`config.mk`:
```
export PLATFORM = sky130hd
export DESIGN_NAME = gp_port
export DESIGN_NICKNAME = d
export VERILOG_FILES = /design/src/gp_pkg.sv /design/src/gp_sync_if.sv /design/src/gp_sync.sv /design/src/gp_port.sv
export VERILOG_INCLUDE_DIRS = /design/src /design/src/src
export SDC_FILE = /design/constraint.sdc
export NUM_CORES = 1
export LEC_CHECK = 0
export BUFFER_PORTS_ARGS = -buffer_cell sky130_fd_sc_hd__buf_4
export CORE_MARGIN = 2
export CORE_UTILIZATION = 50
export DETAILED_ROUTE_END_ITERATION = 8
export PLACE_DENSITY = 0.91
export SKIP_LAST_GASP = 1
export SYNTH_ARGS = -nofsm -noshare
export SYNTH_HDL_FRONTEND = slang
export SYNTH_SLANG_ARGS = --single-unit
```
`constraint.sdc`:
```
create_clock -name pclk -period 1.55 [get_ports pclk]
set_input_delay 0.0775 -clock pclk [delete_from_list [all_inputs] [get_ports pclk]]
set_output_delay 0.0775 -clock pclk [all_outputs]
set_load 0.05 [all_outputs]
```
`src/gp_cfg.svh`:
```
// Constants of the dual GPIO port: register indices, field positions,
// reset values and widths. Assumes byte address = 4 * register index.
`ifndef GP_CFG_SVH
`define GP_CFG_SVH

// Register indices; the APB byte address is four times the index
`define GP_IDX_FIRST_PINS 8'h05
`define GP_IDX_SECOND_PINS 8'h06
`define GP_IDX_INT_CTRL 8'h0B
`define GP_IDX_OPTION 8'h81
`define GP_IDX_FIRST_DIR 8'h85
`define GP_IDX_SECOND_DIR 8'h86
`define GP_IDX_ANALOG_CFG 8'h9F
`define GP_IDX_FIRST_SET 8'hC0
`define GP_IDX_FIRST_CLR 8'hC1
`define GP_IDX_SECOND_SET 8'hC2
`define GP_IDX_SECOND_CLR 8'hC3

// Field positions
`define GP_OPT_PULLUP_N_BIT 7
`define GP_INT_CHANGE_BIT 0
`define GP_TIMER_CLK_BIT 4
`define GP_EXT_INT_BIT 0
`define GP_SLAVE_SEL_BIT 1
`define GP_ANALOG8_BIT 2
`define GP_ANALOG9_BIT 3

// Reset values
`define GP_RST_OPTION 8'hFF
`define GP_RST_FIRST_DIR 6'h3F
`define GP_RST_SECOND_DIR 8'hFF
`define GP_RST_ANALOG_CFG 8'h00
`define GP_RST_LATCH_FIRST 6'h00
`define GP_RST_LATCH_SECOND 8'h00

// Widths, including the synchroniser width
`define GP_FIRST_W 6
`define GP_SECOND_W 8
`define GP_SYNC_W 14
`define GP_ADDR_W 12

`endif

```
`src/gp_pkg.sv`:
```
// Types shared by the dual GPIO port modules.
// Assumes gp_cfg.svh is on the include path.
package gp_pkg;
   `include "gp_cfg.svh"

   typedef logic [7:0] gp_byte_t;
   typedef logic [`GP_FIRST_W-1:0] gp_first_t;
   typedef logic [`GP_SYNC_W-1:0] gp_sync_t;

   // Use of an analog-capable first-port pin
   typedef enum logic [1:0] {GP_DIGITAL, GP_ANALOG, GP_VREF} gp_pin_mode_e;
endpackage : gp_pkg

```
`src/gp_sync_if.sv`:
```
// Carrier between the port top and its input synchroniser.
// Assumes both ends run on pclk.
`timescale 1ns/1ps
interface gp_sync_if;
   import gp_pkg::*;
   gp_sync_t raw;
   gp_sync_t synced;
   modport core (output raw, input synced);
   modport sync (input raw, output synced);
endinterface : gp_sync_if

```
`src/gp_sync.sv`:
```
// Two-flop synchroniser for the raw pin levels.
// Assumes pins change asynchronously to pclk.
`timescale 1ns/1ps
module gp_sync
   import gp_pkg::*;
(
   // Clock and reset
   input wire logic pclk,
   input wire logic presetn,
   // Pin levels in, synchronised levels out
   gp_sync_if.sync sif
);
   gp_sync_t stage1_reg;
   gp_sync_t stage1_next;
   gp_sync_t stage2_reg;
   gp_sync_t stage2_next;

   // First stage feeds only the second stage, never other logic
   always_comb
   begin
      stage1_next = sif.raw;
      stage2_next = stage1_reg;
   end

   always_ff @(posedge pclk or negedge presetn)
   begin
      if (!presetn)
      begin
         stage1_reg <= '0;
         stage2_reg <= '0;
      end
      else
      begin
         stage1_reg <= stage1_next;
         stage2_reg <= stage2_next;
      end
   end

   assign sif.synced = stage2_reg;
endmodule : gp_sync

```
`src/gp_port.sv`:
```
// Dual GPIO port with weak pull-ups and change detection, APB slave.
// Assumes pads resolve pin level from out/oe_n and an external pull-up.
// Notes on behaviour
// - First port six bits, or five on small package
// - Direction one tristates, zero drives latch
// - Data read returns pins, write hits latch
// - Set/clear alias writes are read-modify-write of pins
// - First bit 4 timer clock, open-drain low only
// - Analog config selects digital, analog or reference
// - Reset makes analog pins; analog reads zero
// - Enabled peripheral takes pin from GPIO use
// - Second port eight bits, same direction scheme
// - Option bit 7 low enables all pull-ups
// - Pull-up off when pin is an output
// - Pull-ups disabled after power-on reset
// - Second bits 0-3 feed interrupt, select, analog
// - Only input bits 4-7 join change detection
// - Mismatch to last-read value sets change flag
// - Change flag can wake from sleep
// - Port access ends mismatch before flag clear
//
// The APB register port was decided locally.
`timescale 1ns/1ps
`include "gp_cfg.svh"
module gp_port
   import gp_pkg::*;
#(
   // One for the larger package, zero where first-port bit 5 is absent
   parameter bit WIDE_PACKAGE = 1'b1
)
(
   // Clock and reset
   input wire logic pclk,
   input wire logic presetn,
   // APB slave
   input wire logic psel,
   input wire logic penable,
   input wire logic pwrite,
   input wire logic [`GP_ADDR_W-1:0] paddr,
   input wire logic [31:0] pwdata,
   output logic [31:0] prdata,
   output logic pready,
   output logic pslverr,
   // First port pins
   input wire logic [`GP_FIRST_W-1:0] first_pin_in,
   output logic [`GP_FIRST_W-1:0] first_pin_out,
   output logic [`GP_FIRST_W-1:0] first_pin_oe_n,
   // Second port pins
   input wire logic [`GP_SECOND_W-1:0] second_pin_in,
   output logic [`GP_SECOND_W-1:0] second_pin_out,
   output logic [`GP_SECOND_W-1:0] second_pin_oe_n,
   output logic [`GP_SECOND_W-1:0] second_pullup_en,
   // Peripheral side
   input wire logic serial_port_enable,
   output logic timer_clock,
   output logic ext_interrupt,
   output logic slave_select_n,
   output logic lowvolt_in,
   output logic [`GP_FIRST_W-1:0] first_analog_sel,
   output logic [1:0] second_analog_sel,
   // Change event
   output logic pin_change_flag,
   output logic wake_request
);
   // Pin present mask for the package variant
   localparam gp_first_t FIRST_MASK = WIDE_PACKAGE ? 6'h3F : 6'h1F;

   gp_sync_if sif ();

   gp_first_t first_latch_reg;
   gp_first_t first_latch_next;
   gp_first_t first_dir_reg;
   gp_first_t first_dir_next;
   gp_byte_t second_latch_reg;
   gp_byte_t second_latch_next;
   gp_byte_t second_dir_reg;
   gp_byte_t second_dir_next;
   gp_byte_t option_reg;
   gp_byte_t option_next;
   gp_byte_t analog_cfg_reg;
   gp_byte_t analog_cfg_next;
   logic [3:0] last_read_reg;
   logic [3:0] last_read_next;
   logic change_flag_reg;
   logic change_flag_next;
   logic [31:0] rdata_reg;
   logic [31:0] rdata_next;
   logic slverr_reg;
   logic slverr_next;

   gp_pin_mode_e first_mode [`GP_FIRST_W];
   gp_first_t first_pins;
   gp_first_t first_analog;
   gp_byte_t second_pins;
   logic [7:0] idx;
   logic setup;
   logic wr_access;
   logic mapped;
   logic second_touch;
   logic mismatch;

   // Raw pins enter the synchroniser together
   // synchronise pin inputs
   assign sif.raw = {second_pin_in, first_pin_in};

   gp_sync u_sync (
      .pclk(pclk),
      .presetn(presetn),
      .sif(sif)
   );

   assign second_pins = sif.synced[`GP_SYNC_W-1:`GP_FIRST_W];

   // Analog mode per first-port pin: pins 0,1,2,3,5 are analog-capable.
   // Low config nibble n keeps the first n of them digital; reference
   // bits 4 and 5 pull pins 3 and 2 to reference use.
   // analog config decode
   always_comb
   begin
      logic [2:0] rank;
      rank = 3'd0;
      for (int i = 0; i < `GP_FIRST_W; i++)
      begin
         first_mode[i] = GP_DIGITAL;
         if (i != `GP_TIMER_CLK_BIT)
         begin
            if ({1'b0, rank} >= analog_cfg_reg[3:0])
            begin
               first_mode[i] = GP_ANALOG;
            end
            rank = rank + 3'd1;
         end
      end
      if (analog_cfg_reg[4])
      begin
         first_mode[3] = GP_VREF;
      end
      if (analog_cfg_reg[5])
      begin
         first_mode[2] = GP_VREF;
      end
   end

   // Analog mask and pin view with analog pins reading zero
   always_comb
   begin
      for (int i = 0; i < `GP_FIRST_W; i++)
      begin
         first_analog[i] = (first_mode[i] != GP_DIGITAL);
      end
   end

   assign first_pins = sif.synced[`GP_FIRST_W-1:0] & ~first_analog & FIRST_MASK;
   assign first_analog_sel = first_analog & FIRST_MASK;

   // APB decode; slave answers with zero wait states
   assign idx = paddr[9:2];
   assign setup = psel && !penable;
   assign wr_access = psel && penable && pwrite;
   assign pready = 1'b1;
   assign prdata = rdata_reg;
   assign pslverr = slverr_reg;

   always_comb
   begin
      unique case (idx)
         `GP_IDX_FIRST_PINS, `GP_IDX_SECOND_PINS, `GP_IDX_INT_CTRL,
         `GP_IDX_OPTION, `GP_IDX_FIRST_DIR, `GP_IDX_SECOND_DIR,
         `GP_IDX_ANALOG_CFG, `GP_IDX_FIRST_SET, `GP_IDX_FIRST_CLR,
         `GP_IDX_SECOND_SET, `GP_IDX_SECOND_CLR: mapped = (paddr[11:10] == 2'b00) &&
            (paddr[1:0] == 2'b00);
         default: mapped = 1'b0;
      endcase
   end

   // Read data is captured in the setup cycle, so the pins are sampled once
   // read returns pins
   always_comb
   begin
      rdata_next = rdata_reg;
      slverr_next = 1'b0;
      if (setup)
      begin
         rdata_next = 32'h0000_0000;
         slverr_next = !mapped;
         if (!pwrite && mapped)
         begin
            unique case (idx)
               `GP_IDX_FIRST_PINS: rdata_next[`GP_FIRST_W-1:0] = first_pins;
               `GP_IDX_SECOND_PINS: rdata_next[7:0] = second_pins;
               `GP_IDX_INT_CTRL: rdata_next[`GP_INT_CHANGE_BIT] = change_flag_reg;
               `GP_IDX_OPTION: rdata_next[7:0] = option_reg;
               `GP_IDX_FIRST_DIR: rdata_next[`GP_FIRST_W-1:0] = first_dir_reg & FIRST_MASK;
               `GP_IDX_SECOND_DIR: rdata_next[7:0] = second_dir_reg;
               `GP_IDX_ANALOG_CFG: rdata_next[7:0] = analog_cfg_reg;
               default: rdata_next = 32'h0000_0000;
            endcase
         end
      end
   end

   // Register writes take effect at the access edge.
   // Set/clear aliases let software change a few bits; the untouched
   // bits are refilled from the pins; a plain port write takes pwdata whole.
   // read-modify-write writes
   always_comb
   begin
      first_latch_next = first_latch_reg;
      first_dir_next = first_dir_reg;
      second_latch_next = second_latch_reg;
      second_dir_next = second_dir_reg;
      option_next = option_reg;
      analog_cfg_next = analog_cfg_reg;
      if (wr_access && mapped)
      begin
         unique case (idx)
            `GP_IDX_FIRST_PINS: first_latch_next = pwdata[`GP_FIRST_W-1:0] & FIRST_MASK;
            `GP_IDX_SECOND_PINS: second_latch_next = pwdata[7:0];
            `GP_IDX_FIRST_SET:
               first_latch_next = (first_pins | pwdata[`GP_FIRST_W-1:0]) & FIRST_MASK;
            `GP_IDX_FIRST_CLR:
               first_latch_next = first_pins & ~pwdata[`GP_FIRST_W-1:0] & FIRST_MASK;
            `GP_IDX_SECOND_SET: second_latch_next = second_pins | pwdata[7:0];
            `GP_IDX_SECOND_CLR: second_latch_next = second_pins & ~pwdata[7:0];
            `GP_IDX_OPTION: option_next = pwdata[7:0];
            `GP_IDX_FIRST_DIR: first_dir_next = pwdata[`GP_FIRST_W-1:0] | ~FIRST_MASK;
            `GP_IDX_SECOND_DIR: second_dir_next = pwdata[7:0];
            `GP_IDX_ANALOG_CFG: analog_cfg_next = pwdata[7:0];
            default: first_latch_next = first_latch_reg;
         endcase
      end
   end

   // Change detection on the upper nibble of the second port.
   // Output pins are masked out of the comparison.
   // input-only comparison
   assign mismatch = |((second_pins[7:4] ^ last_read_reg) & second_dir_reg[7:4]);

   // Any read or write of the second port reloads the reference nibble
   // access ends mismatch
   assign second_touch = setup && mapped && (idx == `GP_IDX_SECOND_PINS ||
      idx == `GP_IDX_SECOND_SET || idx == `GP_IDX_SECOND_CLR);

   always_comb
   begin
      last_read_next = last_read_reg;
      if (second_touch)
      begin
         last_read_next = second_pins[7:4];
      end
   end

   // Flag: a live mismatch sets it and wins over a software clear,
   // so software must end the mismatch before clearing
   // mismatch sets flag
   always_comb
   begin
      change_flag_next = change_flag_reg;
      if (wr_access && mapped && idx == `GP_IDX_INT_CTRL)
      begin
         change_flag_next = pwdata[`GP_INT_CHANGE_BIT];
      end
      if (mismatch)
      begin
         change_flag_next = 1'b1;
      end
   end

   always_ff @(posedge pclk or negedge presetn)
   begin
      if (!presetn)
      begin
         first_latch_reg <= `GP_RST_LATCH_FIRST;
         first_dir_reg <= `GP_RST_FIRST_DIR;
         second_latch_reg <= `GP_RST_LATCH_SECOND;
         second_dir_reg <= `GP_RST_SECOND_DIR;
         option_reg <= `GP_RST_OPTION;
         analog_cfg_reg <= `GP_RST_ANALOG_CFG;
         last_read_reg <= 4'h0;
         change_flag_reg <= 1'b0;
         rdata_reg <= 32'h0000_0000;
         slverr_reg <= 1'b0;
      end
      else
      begin
         first_latch_reg <= first_latch_next;
         first_dir_reg <= first_dir_next;
         second_latch_reg <= second_latch_next;
         second_dir_reg <= second_dir_next;
         option_reg <= option_next;
         analog_cfg_reg <= analog_cfg_next;
         last_read_reg <= last_read_next;
         change_flag_reg <= change_flag_next;
         rdata_reg <= rdata_next;
         slverr_reg <= slverr_next;
      end
   end

   // First-port drivers; bit 4 only sinks, so it drives a low only
   // when the latch holds zero. Absent bit 5 never drives.
   // direction controls driver
   always_comb
   begin
      first_pin_out = first_latch_reg;
      first_pin_oe_n = first_dir_reg | ~FIRST_MASK;
      first_pin_out[`GP_TIMER_CLK_BIT] = 1'b0;
      first_pin_oe_n[`GP_TIMER_CLK_BIT] = first_dir_reg[`GP_TIMER_CLK_BIT] ||
         first_latch_reg[`GP_TIMER_CLK_BIT];
   end

   // Second-port drivers; an enabled serial port owns the select pin,
   // which is then held as an input regardless of its direction bit
   // peripheral takes pin
   always_comb
   begin
      second_pin_out = second_latch_reg;
      second_pin_oe_n = second_dir_reg;
      if (serial_port_enable)
      begin
         second_pin_oe_n[`GP_SLAVE_SEL_BIT] = 1'b1;
      end
   end

   // Weak pull-ups: global active-low enable, off on output pins
   // global pull-up enable
   assign second_pullup_en = {8{!option_reg[`GP_OPT_PULLUP_N_BIT]}} & second_dir_reg;

   // Alternate functions fed from synchronised pins; second-port analog selects from direction bits 2-3
   // first- and second-port shared functions
   assign timer_clock = sif.synced[`GP_TIMER_CLK_BIT];
   assign ext_interrupt = second_pins[`GP_EXT_INT_BIT];
   assign slave_select_n = serial_port_enable ? second_pins[`GP_SLAVE_SEL_BIT] : 1'b1;
   assign lowvolt_in = second_pins[`GP_ANALOG9_BIT];
   assign second_analog_sel = second_dir_reg[`GP_ANALOG9_BIT:`GP_ANALOG8_BIT];

   // Flag is a level; the sleep controller may use it as a wake source
   // change wakes device
   assign pin_change_flag = change_flag_reg;
   assign wake_request = change_flag_reg;
endmodule : gp_port

```
* Yosys cells after proc, flatten, opt, wreduce, memory -nomap -nowiden
Cells that the tools add are included.
** Cells by class
- $lt $le $gt $ge :: 5
- Equality and inequality tests :: 11
- Muxes and demuxes :: 19
- Bitwise gates (word level) :: 11
- Reduce and logical (&&, ||, !) cells :: 34
** Operators with widths (count)
- 8-bit equality test (second input constant) :: 8
- 5-bit case mux with 6 select lines :: 1
- 8-bit case mux with 3 select lines :: 1
- 6-bit case mux with 3 select lines :: 1
- 8-bit bitwise AND :: 2
- 8-bit by 3-bit equality test with 1-bit output (second input constant) :: 2
- 6-bit bitwise AND :: 2
- 6-bit NOT :: 2
- 2-bit AND reduction :: 6
- 2-bit nonzero test :: 6
- 1-bit two-way mux :: 11
- 11-bit OR reduction :: 1
- 1-bit logical AND :: 9
- 8-bit by 4-bit equality test with 1-bit output (second input constant) :: 1
- 1-bit by 4-bit greater-or-equal comparator with 1-bit output (first input constant) :: 2
- 2-bit by 4-bit greater-or-equal comparator with 1-bit output (first input constant) :: 2
- 8-bit two-way mux :: 1
- 8-bit NOT :: 1
- 8-bit bitwise OR :: 1
- 2-bit case mux with 4 select lines :: 1
- 1-bit case mux with 7 select lines :: 1
- 6-bit bitwise OR :: 1
- 3-bit nonzero test :: 2
- 4-bit bitwise AND :: 1
- other kinds (7) :: 14
** Storage, ports and cells
- Bits in registers :: 110
- Input bits :: 64
- Output and inout bits :: 84

* Longest topological paths before layout
Gate-level depths: netlist of the first run.
- Word-level depth :: 8
- Mapped depth :: 8

* Cells and area by module
Synthesis of the first run repeated with hierarchy kept, for this count alone.
** Unflattened totals
- Cells, all modules :: 374
- Area total of the unflattened synthesis :: 4310.4 um^2
** By module, submodules not included
- gp_port :: times used 1, cells each 346, area an instance 3609.7 um^2, seq. area each 1478.9 um^2
- gp_sync :: times used 1, cells each 28, area an instance 700.7 um^2, seq. area each 700.7 um^2

* Worst setup path after synthesis of the first run
OpenSTA, ideal clock, no wires.
- Path kind :: register to register
- From :: register analog_cfg_reg[0]
- To :: register first_latch_reg[5]
- Setup time :: 0.126 ns
- Data arrival time :: 1.601 ns
- Path slack :: -0.177 ns
- Cell stages (with the launch flop) :: 6
- Buffers on the path :: 0
- Period minus slack after synthesis :: 1.727 ns
- Cells stage by stage :: dfrtp_1 -> o21a_1 -> nor2_1 -> nor4b_1 -> a21oi_1 -> a21oi_1
** On the way
- Word-level cells in the longest chain between the ends :: 7
- Elaborated cells between the ends (all ways) :: 8
** RTL lines
- start, declared :: RTL line gp_port.sv:80 : gp_byte_t analog_cfg_reg;
- start signal, assigned :: RTL line gp_port.sv:278 : analog_cfg_reg <= `GP_RST_ANALOG_CFG;
- start signal, assigned :: RTL line gp_port.sv:291 : analog_cfg_reg <= analog_cfg_next;
- 3-bit by 4-bit greater-or-equal comparator with 1-bit output (*) :: RTL line gp_port.sv:127 : if ({1'b0, rank} >= analog_cfg_reg[3:0])
- 1-bit two-way mux (*) :: RTL line gp_port.sv:127
- 2-bit nonzero test (*) :: RTL line gp_port.sv:149 : first_analog[i] = (first_mode[i] != GP_DIGITAL);
- net first_analog_sel[5] :: RTL line gp_port.sv:59 : output logic [`GP_FIRST_W-1:0] first_analog_sel,
- 6-bit NOT (*) :: RTL line gp_port.sv:153 : assign first_pins = sif.synced[`GP_FIRST_W-1:0] & ~first_analog & FIRST_MASK;
- 6-bit bitwise AND (*) :: RTL line gp_port.sv:153
- 6-bit bitwise AND / 6-bit bitwise OR (equally long branches) :: RTL line gp_port.sv:222, gp_port.sv:220
- 6-bit case mux with 3 select lines (*) :: RTL line gp_port.sv:216 : unique case (idx)
- end signal, assigned :: RTL line gp_port.sv:273 : first_latch_reg <= `GP_RST_LATCH_FIRST;
- end signal, assigned :: RTL line gp_port.sv:286 : first_latch_reg <= first_latch_next;
- end, declared :: RTL line gp_port.sv:70 : gp_first_t first_latch_reg;
Mark *: on every way through the listed nets, which the timed path passes. The rest lies on a longest branch.
A chain may end at the register's enable or synchronous reset.

* Worst setup path after layout of the first run
- From :: register analog_cfg_reg[3]
- To :: output port first_analog_sel[0]
** On the way
- Word-level cells in the longest chain between the ends :: 3
** RTL lines (RTL line)
- 1-bit by 4-bit greater-or-equal comparator with 1-bit output :: gp_port.sv:127
- 1-bit two-way mux :: gp_port.sv:127
- 2-bit nonzero test :: gp_port.sv:149
- end, declared :: gp_port.sv:59
No other way between the ends.

==> results of run 1 <==
[worst reg2reg max path, stage by stage (launching register included)]
cell and delay (ns):
sky130_fd_sc_hd__dfrtp_2 0.42, sky130_fd_sc_hd__mux2_2 0.27, sky130_fd_sc_hd__a222oi_1 0.31, sky130_fd_sc_hd__o21ai_1 0.20, sky130_fd_sc_hd__a32o_1 0.25
[stage by stage]
| step | hold slack (ns) | setup TNS [ns] |
|---|---|---|
| 5_1_grt | 0.0303 | -0.150 |
| 6_report | 0.0206 | -0.0266 |
| 3_3_place_gp | 0.0469 | -0.884 |
| 3_5_place_dp | 0.0618 | -2.04 |
| 2_1_floorplan | -0.218 | 0 |
| 4_1_cts | 0.0142 | -0.0200 |
[cells in the final DEF (no fill, tap or decap), types with 3 or more instances in the layout]
cell type and count:
sky130_fd_sc_hd__dlygate4sd3_1 17, sky130_fd_sc_hd__mux2i_1 4, sky130_fd_sc_hd__dfrtp_1 62, sky130_fd_sc_hd__nand3b_1 3, sky130_fd_sc_hd__o21ai_1 5, sky130_fd_sc_hd__buf_6 3
sky130_fd_sc_hd__nor2_1 7, sky130_fd_sc_hd__nor2b_1 12, sky130_fd_sc_hd__nor3_1 4, sky130_fd_sc_hd__or2_2 3, sky130_fd_sc_hd__a31oi_1 9, sky130_fd_sc_hd__o21ai_0 6
sky130_fd_sc_hd__clkbuf_8 12, sky130_fd_sc_hd__nand2_4 3, sky130_fd_sc_hd__nand2_1 13, sky130_fd_sc_hd__nor2_2 3, sky130_fd_sc_hd__mux2_2 46, sky130_fd_sc_hd__conb_1 27
sky130_fd_sc_hd__nor3b_1 3, sky130_fd_sc_hd__nand4_1 3, sky130_fd_sc_hd__a222oi_1 3, sky130_fd_sc_hd__nor2_4 3, sky130_fd_sc_hd__nand3_1 4, sky130_fd_sc_hd__a22oi_1 8
sky130_fd_sc_hd__dfstp_2 22, sky130_fd_sc_hd__a21oi_1 21, sky130_fd_sc_hd__buf_4 133, sky130_fd_sc_hd__xor2_1 4
[final cells by class]
cell class | count | area share
clock buffers | 12 | 0.0294
repair buffers | 155 | 0.221
inverters | 3 | 0.00201
multi-input cells | 240 | 0.326
flip-flops and latches | 86 | 0.389
well taps | 105 | 0.0234
clock inverters | 4 | 0.00958
[layer usage]
layer / vias to the layer above / routed length [um] / global-route usage
met3: 18 / 619 / 0.0527
met4: 0 / 218 / 0.0823
met1: 1643 / 4490 / 0.306
met5: - / 0 / 0
met2: 131 / 5520 / 0.408
li1: 1500 / - / -
[repair_timing]
action                                  CTS  global route
setup buffers                             2             2
hold buffers                             17             0
hold endpoints to repair                 51             0
resized for setup                         5             8
endpoints found under the setup margin    7             9
pin swaps                                 1             5
[power by group through the flow]
stage / sequential [mW] / clock (mW) / combinational (mW)
after floorplan: 2.37 / 0 / 0.318
after global routing: 2.31 / 1.80 / 0.608
after CTS: 2.31 / 1.71 / 0.564
after detailed placement: 2.35 / 0 / 0.527
final: 2.31 / 1.69 / 0.569
after global placement: 2.35 / 0 / 0.517
[final timing paths]
path | slack, ns | cells after the start | start | endpoint
worst min register to register | 0.35 | 0 | u_sync.stage1_reg[10]$_DFF_PN0_ | u_sync.sif.synced[10]$_DFF_PN0_
worst max-delay path | -0.03 | 3 | analog_cfg_reg[3]$_DFFE_PN0P_ | first_analog_sel[0]
worst min-delay path | 0.02 | 2 | pwdata[2] | second_dir_reg[2]$_DFFE_PN1P_
min in group asynchronous | 0.20 | 2 | presetn | u_sync.sif.synced[0]$_DFF_PN0_
max in group asynchronous | 0.77 | 3 | presetn | second_dir_reg[0]$_DFFE_PN1P_
worst max register to register | 0 | 4 | u_sync.sif.synced[9]$_DFF_PN0_ | prdata[3]$_DFFE_PN0P_
[cell families (layout without fill, tap and decap cells)]
logic type / after synthesis / after routing / share of synthesized area
other: 2 / 27 / 0.00174
flip-flops: 86 / 86 / 0.505
buffers and inverters: 63 / 174 / 0.101
AND/OR/NAND/NOR: 91 / 91 / 0.151
AO/OA/AOI/OAI: 68 / 68 / 0.104
XOR/XNOR: 4 / 4 / 0.00811
multiplexers: 50 / 50 / 0.129
==> impl_metrics.prom, run 1 <==
# TYPE chip_impl_metric gauge
chip_impl_info{name="outcome",value="finished with violations"} 1
chip_impl_info{name="failed_checks",value="setup timing"} 1
chip_impl_metric{name="slowest_delay",unit="ns"} 0.44
chip_impl_metric{name="clockPowerShare",unit=""} 0.370
chip_impl_metric{name="fp.dieW",unit="um"} 96.9
chip_impl_info{name="path_cells",value="or3_4 -> nor2_2 -> buf_6"} 1
chip_impl_metric{name="synth.lib_cells_used.distinct",unit=""} 63
chip_impl_metric{name="core_area",unit="um2"} 8300
chip_impl_metric{name="antenna_found_initial",unit=""} 0
chip_impl_metric{name="netlist.area_leader.share",unit=""} 0.371
chip_impl_metric{name="cp_max_fo",unit=""} 4
chip_impl_metric{name="drtPass1Iterations",unit=""} 4
chip_impl_metric{name="syn-cell-area",unit="um2"} 4320
chip_impl_metric{name="floorplan.rows",unit=""} 33
chip_impl_metric{name="worst_ir_drop_on_vdd",unit="uV"} 571
chip_impl_metric{name="path_clk_slew",unit="ns"} 0.09
chip_impl_metric{name="syn_to_final_growth",unit="%"} 30.0
chip_impl_metric{name="post_synth.cell_area_avg",unit="um2"} 11.9
chip_impl_metric{name="cellLeakagePower",unit="nW"} 2.70
chip_impl_metric{name="synth_seq_cells",unit=""} 86
chip_impl_metric{name="filler_cell_count",unit=""} 621
chip_impl_metric{name="max_cap_viol_count",unit=""} 0
chip_impl_info{name="crit_type",value="flip-flop to output pin"} 1
chip_impl_metric{name="grt_pass1_wl",unit="mm"} 17.8
chip_impl_info{name="post-synth-top-count-cell",value="sky130_fd_sc_hd__dfrtp_1"} 1
chip_impl_info{name="yosys-top-cells-count",value="64 x sky130_fd_sc_hd__dfrtp_1, 49 x sky130_fd_sc_hd__buf_4, 46 x sky130_fd_sc_hd__mux2_2"} 1
chip_impl_metric{name="final_routed_wirelength",unit="mm"} 10.8
chip_impl_metric{name="routedWlPerCell",unit="um"} 17.9
chip_impl_metric{name="cts_buffers",unit=""} 9
chip_impl_info{name="synth_top_cell_by_area",value="sky130_fd_sc_hd__dfrtp_1"} 1
chip_impl_metric{name="seqPwrFrac",unit=""} 0.505
chip_impl_metric{name="period_minus_slack",unit="ns"} 1.58
chip_impl_info{name="rsz_0062_raised_after_global_routing",value="yes"} 1
chip_impl_metric{name="die-area",unit="um2"} 9400
chip_impl_metric{name="post-place-cells",unit=""} 568
chip_impl_metric{name="drive_gt1_frac",unit=""} 0.506
chip_impl_metric{name="power",unit="mW"} 4.57
chip_impl_metric{name="ctsLongestPathBuffers",unit=""} 2
chip_impl_metric{name="first_global_vias",unit=""} 3359
chip_impl_metric{name="worst_skew_pair.late_latency",unit="ns"} 0.37
chip_impl_metric{name="globalRouteOverflowTotal",unit=""} 0
chip_impl_metric{name="placedInstanceArea",unit="um2"} 5160
chip_impl_metric{name="grt_max_degree",unit=""} 34
chip_impl_metric{name="synth_warnings",unit=""} 0
chip_impl_metric{name="stdcell_count",unit=""} 605
chip_impl_metric{name="worstPathBufferInverterCount",unit=""} 1
chip_impl_metric{name="power.switching",unit="mW"} 1.20
chip_impl_metric{name="route.vias.total",unit=""} 3292
chip_impl_metric{name="synth_edf_count",unit=""} 0
chip_impl_metric{name="placement.io_buffers",unit=""} 96
chip_impl_metric{name="multi_input_area",unit="um2"} 1830
chip_impl_info{name="class_of_the_worst_hold_path",value="primary input to flip-flop"} 1
chip_impl_metric{name="cts-htree-levels",unit=""} 3
chip_impl_metric{name="starting_density_of_the_core",unit=""} 0.520
chip_impl_metric{name="p_comb_frac",unit=""} 0.124
chip_impl_metric{name="final_min_period_over_clock_period",unit=""} 1.02
chip_impl_metric{name="ant_nets",unit=""} 0
chip_impl_metric{name="final_util",unit=""} 0.677
chip_impl_info{name="clock_tree.root_cell",value="sky130_fd_sc_hd__clkbuf_8"} 1
chip_impl_metric{name="final-seq-area",unit="um2"} 2180
chip_impl_metric{name="final_critical_path_setup_slack",unit="ns"} -0.0266
chip_impl_metric{name="die_h",unit="um"} 96.9
chip_impl_info{name="critPathTopFamily",value="simple AND/OR/NAND/NOR gates"} 1
chip_impl_metric{name="power_density",unit="nW/um2"} 814
chip_impl_metric{name="stdcell_area",unit="um2"} 5620
chip_impl_metric{name="cts_sinks",unit=""} 86
chip_impl_metric{name="dp_slack",unit="ns"} -0.0982
chip_impl_info{name="kind_of_launch_point_of_the_worst_setup_path",value="flip-flop"} 1
chip_impl_metric{name="finalSetupViolations",unit=""} 1
chip_impl_metric{name="synth.yosys.seq_area_share",unit=""} 0.505
chip_impl_metric{name="power_report.internal_total",unit="mW"} 3.36
chip_impl_metric{name="routability_congestion",unit=""} 0.924
chip_impl_metric{name="max_clock_freq",unit="MHz"} 634
chip_impl_metric{name="cp_data_arrival_time",unit="ns"} 1.50
chip_impl_metric{name="syn_inst",unit=""} 364
chip_impl_metric{name="num-nets-final",unit=""} 559
chip_impl_metric{name="drt_iter0_drc",unit=""} 192
chip_impl_info{name="ys_top_cells_by_area",value="sky130_fd_sc_hd__dfrtp_1 37%, sky130_fd_sc_hd__dfstp_2 13%, sky130_fd_sc_hd__mux2_2 12%, sky130_fd_sc_hd__buf_4 8.5%, sky130_fd_sc_hd__a21oi_1 2.5%"} 1
chip_impl_metric{name="slew_viol_final",unit=""} 0
chip_impl_metric{name="routed_via_density",unit=""} 5.44
chip_impl_metric{name="finalHoldViolCount",unit=""} 0
chip_impl_metric{name="clock-skew-final",unit="ns"} 0.00887
chip_impl_metric{name="remaining_drc_errors",unit=""} 0
chip_impl_metric{name="global_route.usage.total",unit=""} 0.241
chip_impl_metric{name="boundaryPins",unit=""} 148
chip_impl_metric{name="switching_power_share_of_the_total",unit=""} 0.264
chip_impl_info{name="cts_tree",value="built"} 1
chip_impl_info{name="worst_path_max_delay_cell",value="sky130_fd_sc_hd__dfrtp_2"} 1
chip_impl_metric{name="critical_path_required",unit="ns"} 1.47
chip_impl_metric{name="synth_async_sr_flop_share",unit=""} 1.00
chip_impl_info{name="dominantRegCellSynth",value="sky130_fd_sc_hd__dfrtp_1"} 1
chip_impl_metric{name="hpwl",unit="mm"} 7.87
chip_impl_info{name="worstSetupEndpointType",value="output pin"} 1
chip_impl_metric{name="antenna_cells_inserted",unit=""} 0
(Power assumes the default switching activity.)
==> run 2: changes to the inputs <==
- PLACE_DENSITY: 0.91 -> 0.89
==> impl_metrics.prom, run 2 (synthesis results as in run 1) <==
# TYPE chip_impl_metric gauge
chip_impl_info{name="outcome",value="finished with violations"} 1
chip_impl_info{name="failed_checks",value="setup timing"} 1
chip_impl_metric{name="routability_congestion",unit=""} 0.912
chip_impl_metric{name="cellLeakagePower",unit="nW"} 2.70
chip_impl_metric{name="remaining_drc_errors",unit=""} 0
chip_impl_info{name="path_cells",value="or3_4 -> buf_6 -> nor2_4 -> buf_8"} 1
chip_impl_metric{name="slew_viol_final",unit=""} 0
chip_impl_info{name="final_common_cell",value="sky130_fd_sc_hd__buf_4"} 1
chip_impl_metric{name="ctsLongestPathBuffers",unit=""} 2
chip_impl_metric{name="starting_density_of_the_core",unit=""} 0.520
chip_impl_info{name="worst_path_max_delay_cell",value="sky130_fd_sc_hd__dfrtp_1"} 1
chip_impl_metric{name="grt_pass1_wl",unit="mm"} 18.3
chip_impl_metric{name="antenna_found_initial",unit=""} 0
chip_impl_metric{name="final_routed_wirelength",unit="mm"} 11.2
chip_impl_metric{name="grt_max_degree",unit=""} 41
chip_impl_metric{name="routed_via_density",unit=""} 5.58
chip_impl_metric{name="filler_cell_count",unit=""} 608
chip_impl_metric{name="max_slew_margin",unit=""} 0.636
chip_impl_metric{name="first_global_vias",unit=""} 3542
chip_impl_metric{name="final-seq-area",unit="um2"} 2180
chip_impl_info{name="class_of_the_worst_hold_path",value="primary input to flip-flop"} 1
chip_impl_metric{name="global_route.usage.total",unit=""} 0.246
chip_impl_info{name="kind_of_launch_point_of_the_worst_setup_path",value="flip-flop"} 1
chip_impl_metric{name="critical_path_required",unit="ns"} 1.47
chip_impl_metric{name="worst_ir_drop_on_vdd",unit="uV"} 432
chip_impl_metric{name="num-nets-final",unit=""} 559
chip_impl_info{name="cts_tree",value="built"} 1
chip_impl_metric{name="final_critical_path_setup_slack",unit="ns"} -0.0623
chip_impl_metric{name="die_h",unit="um"} 96.9
chip_impl_metric{name="drtPass1Iterations",unit=""} 5
chip_impl_metric{name="pin_slew_with_the_least_headroom_to_its_limit",unit="ns"} 0.546
chip_impl_metric{name="drt_iter0_drc",unit=""} 318
chip_impl_metric{name="fp.dieW",unit="um"} 96.9
chip_impl_metric{name="placedInstanceArea",unit="um2"} 5160
chip_impl_metric{name="ant_nets",unit=""} 0
chip_impl_metric{name="cts_buffers",unit=""} 9
chip_impl_metric{name="worstPathBufferInverterCount",unit=""} 2
chip_impl_metric{name="dp_slack",unit="ns"} -0.134
chip_impl_metric{name="final_min_period_over_clock_period",unit=""} 1.04
chip_impl_metric{name="cts-htree-levels",unit=""} 3
chip_impl_metric{name="path_clk_slew",unit="ns"} 0.08
chip_impl_metric{name="max_clock_freq",unit="MHz"} 620
chip_impl_metric{name="period_minus_slack",unit="ns"} 1.61
chip_impl_metric{name="placement.io_buffers",unit=""} 96
chip_impl_metric{name="routedWlPerCell",unit="um"} 18.6
chip_impl_metric{name="globalRouteOverflowTotal",unit=""} 0
chip_impl_metric{name="drive_gt1_frac",unit=""} 0.505
chip_impl_metric{name="totalNegativeSetupSlack",unit="ns"} -0.0623
chip_impl_metric{name="floorplan.rows",unit=""} 33
chip_impl_metric{name="rrSetupSlack",unit="ns"} 0.02
chip_impl_info{name="crit_type",value="flip-flop to output pin"} 1
chip_impl_info{name="critPathTopFamily",value="simple AND/OR/NAND/NOR gates"} 1
chip_impl_metric{name="stdcell_area",unit="um2"} 5610
chip_impl_metric{name="cp_data_arrival_time",unit="ns"} 1.53
chip_impl_metric{name="power_density",unit="nW/um2"} 767
chip_impl_metric{name="syn_to_final_growth",unit="%"} 29.9
chip_impl_info{name="commonest_non_fill_non_tap_cells_in_the_layout",value="129 x sky130_fd_sc_hd__buf_4, 63 x sky130_fd_sc_hd__dfrtp_1, 45 x sky130_fd_sc_hd__mux2_2, 27 x sky130_fd_sc_hd__conb_1, 22 x sky130_fd_sc_hd__dfstp_2"} 1
chip_impl_info{name="rsz_0062_raised_after_global_routing",value="yes"} 1
chip_impl_metric{name="timing.critical_path.depth",unit=""} 4
chip_impl_metric{name="cp_max_fo",unit=""} 2
chip_impl_metric{name="worst_skew_pair.late_latency",unit="ns"} 0.36
chip_impl_metric{name="multi_input_area",unit="um2"} 1850
chip_impl_metric{name="finalSetupViolations",unit=""} 1
chip_impl_metric{name="route.vias.total",unit=""} 3372
chip_impl_metric{name="slowest_delay",unit="ns"} 0.40
chip_impl_info{name="clock_tree.root_cell",value="sky130_fd_sc_hd__clkbuf_8"} 1
chip_impl_metric{name="finalHoldViolCount",unit=""} 0
chip_impl_info{name="worstSetupEndpointType",value="output pin"} 1
chip_impl_metric{name="core_area",unit="um2"} 8300
chip_impl_metric{name="max_cap_viol_count",unit=""} 0
chip_impl_metric{name="hold_path_depth",unit=""} 2
chip_impl_metric{name="clock-skew-final",unit="ns"} 0.00652
chip_impl_metric{name="hpwl",unit="mm"} 8.14
chip_impl_metric{name="antenna_cells_inserted",unit=""} 0
chip_impl_metric{name="boundaryPins",unit=""} 148
chip_impl_metric{name="die-area",unit="um2"} 9400
chip_impl_metric{name="cts_sinks",unit=""} 86
chip_impl_metric{name="rr_worst_depth",unit=""} 4
run 2: cell count changes in the layout (fill, tap and decap cells not counted), sizes merged:
cell,previous run,this run
clkbuf,12,10
bufinv,1,0
clkinv,1,2
clkinvlp,2,3
run 2: worst paths after layout:
path                                                  from                              to
setup / recovery             analog_cfg_reg[2]$_DFFE_PN0P_             first_analog_sel[0]
hold / removal                                   pwdata[5]   analog_cfg_reg[5]$_DFFE_PN0P_
setup reg to reg           u_sync.sif.synced[10]$_DFF_PN0_           prdata[4]$_DFFE_PN0P_
hold reg to reg             u_sync.stage1_reg[8]$_DFF_PN0_  u_sync.sif.synced[8]$_DFF_PN0_
max in group asynchronous                          presetn       option_reg[6]$_DFFE_PN1P_
min in group asynchronous                          presetn  first_latch_reg[0]$_DFFE_PN0P_
run 2: layer usage:
layer / GRT usage / wire [um] / vias up
met1: 0.314 / 4500 / 1669
met5: 0 / 0 / -
li1: - / - / 1497
met2: 0.415 / 5760 / 183
met3: 0.0527 / 728 / 23
met4: 0.0823 / 236 / 0
run 2: cell type report:
| class | count | area share |
|---|---|---|
| Clock buffer | 10 | 0.0245 |
| Timing Repair Buffer | 155 | 0.225 |
| Sequential cell | 86 | 0.389 |
| Inverter | 3 | 0.00245 |
| Clock inverter | 5 | 0.00647 |
| Tap cell | 105 | 0.0234 |
| Multi-Input combinational cell | 240 | 0.329 |
run 2: what timing repair did:
item | in CTS | in global routing
hold buffers | 17 | 0
buffers inserted | 3 | 0
pin swaps | 3 | 5
endpoints found under the setup margin | 6 | 11
hold endpoints to repair | 44 | 0
resized for setup | 12 | 13
run 2: stage by stage:
step	total power [mW]	instances	hold slack (ns)	utilization
floorplan	2.68	389	-0.218	-
global placement	2.87	569	0.0885	0.622
detailed placement	2.88	569	0.0948	0.622
CTS	4.32	604	0.0194	0.670
global route	4.47	604	0.0327	0.676
finish	4.30	604	0.0301	0.676
run 2: report_power, final:
part / switching (mW) / leakage, nW / internal, mW / total [mW]
logic: 0.375 / 1.57 / 0.198 / 0.573
clock network: 0.805 / 0.0804 / 0.616 / 1.42
registers: 0.0228 / 1.05 / 2.29 / 2.31
